--- src/hw/slps_pkg.sv ---
package slps_pkg;

  // ---------------------------------------------------------------
  // Register indices (byte address is four times the index)
  // ---------------------------------------------------------------
  localparam logic [9:0] IDX_IDENT    = 10'h206;
  localparam logic [9:0] IDX_EOF      = 10'h207;
  localparam logic [9:0] IDX_STATUS   = 10'h208;
  localparam logic [9:0] IDX_CTRL     = 10'h210;
  localparam logic [9:0] IDX_IRQ_STAT = 10'h211;
  localparam logic [9:0] IDX_IRQ_MASK = 10'h212;

  // ---------------------------------------------------------------
  // Reset values
  // ---------------------------------------------------------------
  localparam logic [7:0] RST_IDENT    = 8'h00;
  localparam logic [7:0] RST_EOF      = 8'h00;
  localparam logic [7:0] RST_CTRL     = 8'h00;
  localparam logic [3:0] RST_IRQ_MASK = 4'h0;

  // ---------------------------------------------------------------
  // Field positions
  // ---------------------------------------------------------------
  localparam int ST_LINK_UP   = 6;
  localparam int ST_SYNC      = 5;
  localparam int ST_REALIGN   = 4;
  localparam int ST_PHASE     = 3;
  localparam int ST_SPLL      = 2;
  localparam int ST_CPLL      = 0;
  localparam int CTRL_ENC_EN  = 0;
  localparam int CTRL_8B10B   = 1;
  localparam int IRQ_REALIGN  = 0;
  localparam int IRQ_PHASE    = 1;
  localparam int IRQ_LINK_DN  = 2;
  localparam int IRQ_PLL_DN   = 3;
  localparam int IRQ_W        = 4;
  localparam int EOF_SEL_LSB  = 0;

  // ---------------------------------------------------------------
  // Frame-end comma selection and control characters
  // ---------------------------------------------------------------
  localparam logic [1:0] EOF_K28_7 = 2'h0;
  localparam logic [1:0] EOF_K28_1 = 2'h1;
  localparam logic [1:0] EOF_K28_5 = 2'h2;
  localparam logic [7:0] K28_7     = 8'hFC;
  localparam logic [7:0] K28_1     = 8'h3C;
  localparam logic [7:0] K28_5     = 8'hBC;

  // Reserved code falls back to the compliant comma
  function automatic logic [7:0] slps_comma_code(input logic [1:0] sel);
    slps_comma_code = (sel == EOF_K28_1) ? K28_1 :
                      (sel == EOF_K28_5) ? K28_5 : K28_7;
  endfunction

endpackage

--- src/hw/slps_char_if.sv ---
`timescale 1ns/100ps
`default_nettype none
interface slps_char_if;
  logic [7:0] ila_ident;
  logic [1:0] comma_sel;
  logic       enc_en;
  logic       use_8b10b;
  modport ctrl (output ila_ident, output comma_sel, output enc_en, output use_8b10b);
  modport path (input ila_ident, input comma_sel, input enc_en, input use_8b10b);
endinterface
`default_nettype wire

--- src/hw/slps_char_path.sv ---
`timescale 1ns/100ps
`default_nettype none
module slps_char_path (
  input  wire logic       clk,                 // Core clock
  input  wire logic       rst_n,               // Async reset, active low
  slps_char_if.path       cfg,                 // Settings from the register bank
  input  wire logic [7:0] tx_octet_i,          // Octet from the framer
  input  wire logic       tx_k_i,              // Octet is a control character
  input  wire logic       tx_valid_i,          // Octet valid
  input  wire logic       tx_frame_end_i,      // Octet is the last of its frame
  input  wire logic       tx_ila_ident_slot_i, // Identifier slot of ILA multiframe two
  output logic      [7:0] tx_octet_o,          // Octet to the encoder
  output logic            tx_k_o,              // Control flag to the encoder
  output logic            tx_valid_o           // Octet valid to the encoder
);

  // -----------------------------------------------------------------
  // Substitution decisions
  // -----------------------------------------------------------------
  logic [7:0] prev_end_q;
  logic       prev_vld_q;
  wire        ident_now = cfg.enc_en & tx_valid_i & tx_ila_ident_slot_i;
  wire        end_now   = tx_valid_i & tx_frame_end_i & ~tx_k_i & ~tx_ila_ident_slot_i;
  // Only repeat of the previous frame's last octet may become a comma
  wire        repl_now  = cfg.enc_en & cfg.use_8b10b & end_now
                        & prev_vld_q & (tx_octet_i == prev_end_q);
  wire [7:0]  comma     = slps_pkg::slps_comma_code(cfg.comma_sel);
  wire [7:0]  octet_d   = ident_now ? cfg.ila_ident : repl_now ? comma : tx_octet_i;
  wire        k_d       = repl_now | (tx_k_i & ~ident_now);

  always_ff @(posedge clk or negedge rst_n) begin
    if (!rst_n) begin
      tx_octet_o <= 8'h00;
      tx_k_o     <= 1'b0;
      tx_valid_o <= 1'b0;
      prev_end_q <= 8'h00;
      prev_vld_q <= 1'b0;
    end else begin
      tx_octet_o <= octet_d;
      tx_k_o     <= k_d;
      tx_valid_o <= tx_valid_i;
      if (!cfg.enc_en) begin
        prev_vld_q <= 1'b0;
      end else if (end_now) begin
        prev_end_q <= tx_octet_i;
        prev_vld_q <= 1'b1;
      end
    end
  end
endmodule
`default_nettype wire

--- src/hw/slps_regs.sv ---
`timescale 1ns/100ps
`default_nettype none
// Behaviour
// - Programmed identifier goes out in the second ILA multiframe.
// - Comma select: 0 K28.7, 1 K28.1, 2 K28.5, 3 reserved.
// - Comma selection applies in 8B/10B modes only, ignored in 64B/66B.
// - Frame-end comma replaces the last octet only when data permits.
// - Status bit 6 reads one while the link is up.
// - Status bit 5 reads live sync level, zero means requested.
// - Status bit 4 sets on SYSREF realignment, write one clears.
// - Status bit 3 sets on first SYSREF after enable, write one clears.
// - Status bit 2 reads serializer PLL lock.
// - Status bit 0 reads converter PLL lock.
module slps_regs #(
  parameter int ADDR_W = 12                         // Wishbone byte address width
) (
  input  wire logic              clk,                // Core clock, 250 MHz
  input  wire logic              rst_n,              // Async reset, active low
  input  wire logic [ADDR_W-1:0] wb_adr_i,           // Wishbone byte address
  input  wire logic [31:0]       wb_dat_i,           // Wishbone write data
  output logic      [31:0]       wb_dat_o,           // Wishbone read data
  input  wire logic [3:0]        wb_sel_i,           // Wishbone byte selects
  input  wire logic              wb_we_i,            // Wishbone write enable
  input  wire logic              wb_cyc_i,           // Wishbone cycle
  input  wire logic              wb_stb_i,           // Wishbone strobe
  output logic                   wb_ack_o,           // Wishbone acknowledge
  output logic                   irq_o,              // Level interrupt
  output logic                   link_encoder_enable, // Link encoder enable
  input  wire logic              link_up_i,          // Link established
  input  wire logic              sync_n_i,           // SYNC~ level, low requests sync
  input  wire logic              sysref_realign_i,   // SYSREF realigned clocks, pulse
  input  wire logic              sysref_event_i,     // SYSREF event seen, pulse
  input  wire logic              serializer_pll_lock, // Serializer PLL locked
  input  wire logic              converter_pll_lock, // Converter PLL locked
  input  wire logic [7:0]        tx_octet_i,         // Octet from framer
  input  wire logic              tx_k_i,             // Control character flag
  input  wire logic              tx_valid_i,         // Octet valid
  input  wire logic              tx_frame_end_i,     // Last octet of frame
  input  wire logic              tx_ila_ident_slot_i, // ILA identifier slot
  output logic      [7:0]        tx_octet_o,         // Octet to encoder
  output logic                   tx_k_o,             // Control flag to encoder
  output logic                   tx_valid_o          // Valid to encoder
);

  if (ADDR_W < 12) begin : g_chk
    $error("ADDR_W must be at least 12");
  end

  // -----------------------------------------------------------------
  // Bus decode
  // -----------------------------------------------------------------
  logic            ack_q;
  logic [31:0]     dat_q;
  wire             req      = wb_cyc_i & wb_stb_i;
  wire             req_new  = req & ~ack_q;
  wire             wr_take  = req & ack_q & wb_we_i & wb_sel_i[0];
  wire [9:0]       idx      = wb_adr_i[11:2];
  wire             multiframe_phase_set  = (wb_adr_i[1:0] == 2'h0)
                            & (wb_adr_i[ADDR_W-1:2] == (ADDR_W-2)'(idx));
  wire             sel_ident = multiframe_phase_set & (idx == slps_pkg::IDX_IDENT);
  wire             sel_eof   = multiframe_phase_set & (idx == slps_pkg::IDX_EOF);
  wire             sel_stat  = multiframe_phase_set & (idx == slps_pkg::IDX_STATUS);
  wire             sel_ctrl  = multiframe_phase_set & (idx == slps_pkg::IDX_CTRL);
  wire             sel_istat = multiframe_phase_set & (idx == slps_pkg::IDX_IRQ_STAT);
  wire             sel_imask = multiframe_phase_set & (idx == slps_pkg::IDX_IRQ_MASK);
  wire [7:0]       wd        = wb_dat_i[7:0];

  // -----------------------------------------------------------------
  // Registers
  // -----------------------------------------------------------------
  logic [7:0]       ident_q;
  logic [7:0]       eof_q;
  logic [7:0]       ctrl_q;
  logic             realign_q;
  logic             phase_q;
  logic             armed_q;
  logic             link_up_q;
  logic             plls_q;
  localparam int    IRQ_W_C = slps_pkg::IRQ_W;
  logic [IRQ_W_C-1:0] istat_q;
  logic [IRQ_W_C-1:0] imask_q;

  wire  enc_en    = ctrl_q[slps_pkg::CTRL_ENC_EN];
  wire  enc_d     = (wr_take & sel_ctrl) ? wd[slps_pkg::CTRL_ENC_EN] : enc_en;
  wire  phase_evt = sysref_event_i & armed_q & enc_en;
  wire  plls_now  = serializer_pll_lock & converter_pll_lock;
  wire  link_dn   = link_up_q & ~link_up_i;
  wire  pll_dn    = plls_q & ~plls_now;
  wire  clr_real  = wr_take & sel_stat & wd[slps_pkg::ST_REALIGN];
  wire  clr_phase = wr_take & sel_stat & wd[slps_pkg::ST_PHASE];
  // Hardware events win over a simultaneous write-one clear
  wire  real_d    = sysref_realign_i | (realign_q & ~clr_real);
  wire  phase_d   = phase_evt | (phase_q & ~clr_phase);
  wire  arm_d     = enc_d & ((~enc_en) | (armed_q & ~sysref_event_i));

  wire [IRQ_W_C-1:0] ievt;
  assign ievt[slps_pkg::IRQ_REALIGN] = sysref_realign_i;
  assign ievt[slps_pkg::IRQ_PHASE]   = phase_evt;
  assign ievt[slps_pkg::IRQ_LINK_DN] = link_dn;
  assign ievt[slps_pkg::IRQ_PLL_DN]  = pll_dn;
  wire [IRQ_W_C-1:0] iclr   = (wr_take & sel_istat) ? wd[IRQ_W_C-1:0] : '0;
  wire [IRQ_W_C-1:0] istat_d = ievt | (istat_q & ~iclr);

  // Live bits come straight from their sources; writes cannot touch them
  wire [7:0] status_rd;
  assign status_rd[7]                   = 1'b0;
  assign status_rd[slps_pkg::ST_LINK_UP] = link_up_i;
  assign status_rd[slps_pkg::ST_SYNC]    = sync_n_i;
  assign status_rd[slps_pkg::ST_REALIGN] = realign_q;
  assign status_rd[slps_pkg::ST_PHASE]   = phase_q;
  assign status_rd[slps_pkg::ST_SPLL]    = serializer_pll_lock;
  assign status_rd[1]                   = 1'b0;
  assign status_rd[slps_pkg::ST_CPLL]    = converter_pll_lock;

  wire [7:0] rd_mux = sel_ident ? ident_q :
                      sel_eof   ? eof_q :
                      sel_stat  ? status_rd :
                      sel_ctrl  ? ctrl_q :
                      sel_istat ? {4'h0, istat_q} :
                      sel_imask ? {4'h0, imask_q} : 8'h00;

  always_ff @(posedge clk or negedge rst_n) begin
    if (!rst_n) begin
      ack_q <= 1'b0;
      dat_q <= 32'h0000_0000;
    end else begin
      ack_q <= req_new;
      if (req_new) begin
        dat_q <= {24'h00_0000, rd_mux};
      end
    end
  end

  always_ff @(posedge clk or negedge rst_n) begin
    if (!rst_n) begin
      ident_q <= slps_pkg::RST_IDENT;
      eof_q   <= slps_pkg::RST_EOF;
      ctrl_q  <= slps_pkg::RST_CTRL;
      imask_q <= slps_pkg::RST_IRQ_MASK;
    end else if (wr_take) begin
      if (sel_ident) begin
        ident_q <= wd;
      end
      if (sel_eof) begin
        eof_q <= wd;
      end
      if (sel_ctrl) begin
        ctrl_q <= {6'h00, wd[1:0]};
      end
      if (sel_imask) begin
        imask_q <= wd[IRQ_W_C-1:0];
      end
    end
  end

  always_ff @(posedge clk or negedge rst_n) begin
    if (!rst_n) begin
      realign_q <= 1'b0;
      phase_q   <= 1'b0;
      armed_q   <= 1'b0;
      link_up_q <= 1'b0;
      plls_q    <= 1'b0;
      istat_q   <= '0;
    end else begin
      realign_q <= real_d;
      phase_q   <= phase_d;
      armed_q   <= arm_d;
      link_up_q <= link_up_i;
      plls_q    <= plls_now;
      istat_q   <= istat_d;
    end
  end

  assign wb_ack_o            = ack_q;
  assign wb_dat_o            = dat_q;
  assign irq_o               = |(istat_q & imask_q);
  assign link_encoder_enable = enc_en;

  // -----------------------------------------------------------------
  // Character path
  // -----------------------------------------------------------------
  slps_char_if cfg_if ();
  assign cfg_if.ila_ident = ident_q;
  assign cfg_if.comma_sel = eof_q[slps_pkg::EOF_SEL_LSB +: 2];
  assign cfg_if.enc_en    = enc_en;
  assign cfg_if.use_8b10b = ctrl_q[slps_pkg::CTRL_8B10B];

  slps_char_path u_path (
    .clk                 (clk),
    .rst_n               (rst_n),
    .cfg                 (cfg_if.path),
    .tx_octet_i          (tx_octet_i),
    .tx_k_i              (tx_k_i),
    .tx_valid_i          (tx_valid_i),
    .tx_frame_end_i      (tx_frame_end_i),
    .tx_ila_ident_slot_i (tx_ila_ident_slot_i),
    .tx_octet_o          (tx_octet_o),
    .tx_k_o              (tx_k_o),
    .tx_valid_o          (tx_valid_o)
  );
endmodule
`default_nettype wire

--- config.mk ---
export PLATFORM = sky130hd
export DESIGN_NAME = slps_regs
export DESIGN_NICKNAME = d
export VERILOG_FILES = /design/src/hw/slps_pkg.sv /design/src/hw/slps_char_if.sv /design/src/hw/slps_char_path.sv /design/src/hw/slps_regs.sv
export SDC_FILE = /design/constraint.sdc
export NUM_CORES = 1
export LEC_CHECK = 0
export BUFFER_PORTS_ARGS = -buffer_cell sky130_fd_sc_hd__buf_2
export CAP_MARGIN = 10
export CORE_AREA = 2 2 71 87
export CTS_BUF_LIST = sky130_fd_sc_hd__clkbuf_4 sky130_fd_sc_hd__clkbuf_8
export DETAILED_ROUTE_END_ITERATION = 10
export DIE_AREA = 0 0 73 89
export PLACE_DENSITY_LB_ADDON = 0.3
export SLEW_MARGIN = 15
export SYNTH_ARGS = -nofsm -noshare
export SYNTH_HDL_FRONTEND = slang
export SYNTH_SLANG_ARGS = --single-unit
export TNS_END_PERCENT = 30
--- constraint.sdc ---
create_clock -name clk -period 3.4 [get_ports clk]
set_input_delay 0.68 -clock clk [delete_from_list [all_inputs] [get_ports clk]]
set_output_delay 0.68 -clock clk [all_outputs]
set_load 0.05 [all_outputs]
==> reports/qor.yml <==
die:
  io_pins: 116
  die-area_mm2: 0.00650
  core_area_mm2: 0.00559
  rows: 30
  start_util: 0.545
  die_w_um: 73
  die_height_um: 89
worst_setup_path:
  cp.required_ns: 3.62
  rr_startpoint: "ctrl_q[0]$_DFFE_PN0P_"
  r2r_setup_slack_ns: 1.18
  start_kind: "input pin"
  cp_slowest_stage_delay_ns: 0.69
  path_cells: "buf_2, or4b_1, nor4_1, and2_1, mux2_2"
  rr_worst_depth: 4
  worst-setup-path-type: "input pin to flop"
  reg2reg_to: "u_path.tx_octet_o[0]$_DFF_PN0_"
  crit_start: "wb_adr_i[1]"
  crit_end: "eof_q[2]$_DFFE_PN0P_"
  end_kind: "flop"
  cp_max_fo: 8
  crit_slowest_cell: "or4b_1"
  arrival_ns: 2.85
layout:
  final_cell_mix: "64 x buf_2, 59 x dfrtp_1, 24 x conb_1, 21 x mux2_2, 14 x nand2_1"
  drive_gt1_frac: 0.355
  mostFrequentLayoutCell: "buf_2"
  multi_input_area_mm2: 0.00139
  syn2layout_area_growth_pct: 15.4
  register_area_mm2: 0.00148
  fin_cells: 399
  antenna_cells: 0
  finalNetCount: 403
  fill_cells: 471
route:
  drc: 0
  post_drt_wl_per_cell_um: 16.8
  drt_iter0_drc: 100
  ant_nets: 0
  wl_um: 6690
  vias_per_cell: 5.72
  num_vias: 2283
  drt-pass1-iter-count: 4
global_routing:
  grt_start_max_net_pins: 28
  antenna_found_initial: 0
  track_usage: 0.214
  grt_pass1_wl_um: 10400
  overflow: 0
  grt_pass1_vias: 2176
placed_design:
  place_congestion: 0.885
  portBuffers: 64
  dp_hpwl_um: 5060
  dp_cells: 384
power_and_ir_drop:
  vdd_drop_max_v: 0.000218
  p_leak_nw: 1.73
  powerDensity_mw_per_mm2: 446
  power.total_w: 0.00157
cts:
  cts_setup_buffers: 0
  htreeDepth: 3
  cts-hold-fix-buffers: 0
  ctsLongestPathBuffers: 2
  tritoncts: "built"
  ctsResizeCount: 0
  clock_sinks: 59
  cts.clk_slew.worst_paths_ns: 0.06
  cts-root-buf: "clkbuf_8"
  insertion_delay_ns: 0.33
  cts_buffers: 9
sta:
  skew_ns: 0.00459
  setup_tns_ns: 0
  finalHoldViolCount: 0
  timing.final.crit_share: 0.773
  min_period_ns: 2.63
  slew_viol_final: 0
  slew_headroom: 0.441
  max_freq_ghz: 0.380
  rsz0062_at_grt: "false"
  tightest_slew_ns: 0.831
  setup_violations: 0
logic_synthesis:
  ys.warnings.count: 0
  synthArstFlopShare: 1.00
  synth_ff_type: "dfrtp_1"
  synth_cells: 262
  synth_edf_count: 0
  syn-mean-instance-area_um2: 11.6
  ys_seq_elements: 59
  synth_area_mm2: 0.00305
  ys_types: 51
  synth-seq-area-share: 0.485
job:
  maxCapViolCount: 0
worst_hold_path:
  hold_class: "input pin to async pin"
outcome:
  status: "complete, no violations"
-- state kept, by name, indices dropped and copies added (netlist names) --
name / cells
plls_q: 1
istat_q: 4
u_path.tx_k_o: 1
link_up_q: 1
ctrl_q: 2
u_path.prev_vld_q: 1
realign_q: 1
u_path.tx_valid_o: 1
phase_q: 1
wb_ack_o: 1
armed_q: 1
imask_q: 4
eof_q: 8
cfg_if.ila_ident: 8
wb_dat_o: 8
u_path.prev_end_q: 8
u_path.tx_octet_o: 8
-- stage by stage --
stage / setup WS [ns] / utilization / cell area (um2) / hold WS [ns]
2_1_floorplan: 0.795 / - / 3130 / 0.384
4_1_cts: 0.812 / 0.628 / 3510 / 0.255
5_1_grt: 0.727 / 0.628 / 3510 / 0.279
3_5_place_dp: 0.466 / 0.596 / 3330 / 0.458
3_3_place_gp: 0.518 / 0.596 / 3330 / 0.451
6_report: 0.770 / 0.628 / 3510 / 0.255
-- worst min-delay path by stage --
stage | cells past startpoint | slack [ns] | end | start
after global placement | 1 | 0.45 | u_path.prev_vld_q$_DFFE_PN0P_ | u_path.prev_vld_q$_DFFE_PN0P_
after floorplan | 0 | 0.38 | armed_q$_DFF_PN0_ | rst_n
after CTS | 1 | 0.25 | wb_dat_o[7]$_DFFE_PN0P_ | rst_n
final | 1 | 0.26 | u_path.prev_end_q[1]$_DFFE_PN0P_ | rst_n
after global routing | 1 | 0.28 | wb_dat_o[7]$_DFFE_PN0P_ | rst_n
after detailed placement | 1 | 0.46 | u_path.prev_vld_q$_DFFE_PN0P_ | u_path.prev_vld_q$_DFFE_PN0P_
-- layer usage --
metal / GRT usage / vias up / part of all wire / wire (um)
met5: 0 / - / 0 / 0
met4: 0.0993 / 0 / 0.020 / 136
met3: 0.0620 / 13 / 0.064 / 430
met2: 0.355 / 100 / 0.50 / 3330
met1: 0.257 / 1106 / 0.42 / 2780
li1: - / 1064 / - / -
-- synth_stat cells (3+ instances only) --
library cell,number,area (um2)
nand4_1,5,31.3
o2bb2ai_1,5,43.8
mux2i_1,3,30.0
o22a_1,4,35.0
nor2_1,10,37.5
o31ai_1,4,30.0
buf_4,24,180
xnor2_1,8,70.1
a31oi_1,4,25.0
nor4_1,4,25.0
nand3_1,3,15.0
a21o_1,3,22.5
nand4b_1,4,35.0
clkbuf_1,5,18.8
dfrtp_1,59,1480
a22oi_1,6,45.0
or4b_1,3,30.0
mux2_4,8,120
o21ai_0,5,25.0
and2_1,3,18.8
mux2_2,21,236
nand2b_1,3,18.8
and3_1,5,31.3
a211oi_1,4,30.0
inv_1,8,30.0
nand2_1,14,52.6
a22o_1,5,43.8
-- logic make-up after synthesis --
| group | synth area share |
|---|---|
| and+or+nand+nor | 0.156 |
| DFF | 0.485 |
| AOI/OAI and AO/OA | 0.117 |
| buffers and inverters | 0.0867 |
| muxes | 0.127 |
| xor gates and xnor gates | 0.0230 |
| adders and majority gates | 0.00411 |
| other | 0.00123 |
-- report_power, final --
group	internal (W)	switching, W	leakage [nW]	total (W)
registers	0.000722	0.00000954	0.757	0.000732
logic	0.0000554	0.000197	0.873	0.000253
clock network	0.000326	0.000258	0.0987	0.000584
-- critical path, delay by kind of cell --
kind	cells	cell delay [ns]
buffers and inverters	1	0.10
muxes	1	0.39
and+or+nand+nor	3	1.68
-- cell type report --
class	instances	share of cell area
Sequential cell	59	0.420
Multi-Input combinational cell	184	0.396
Timing Repair Buffer	68	0.0997
Clock buffer	13	0.0491
Tap cell	64	0.0228
Inverter	9	0.00961
Clock inverter	2	0.00285
Power figures use the tool's default switching activity.
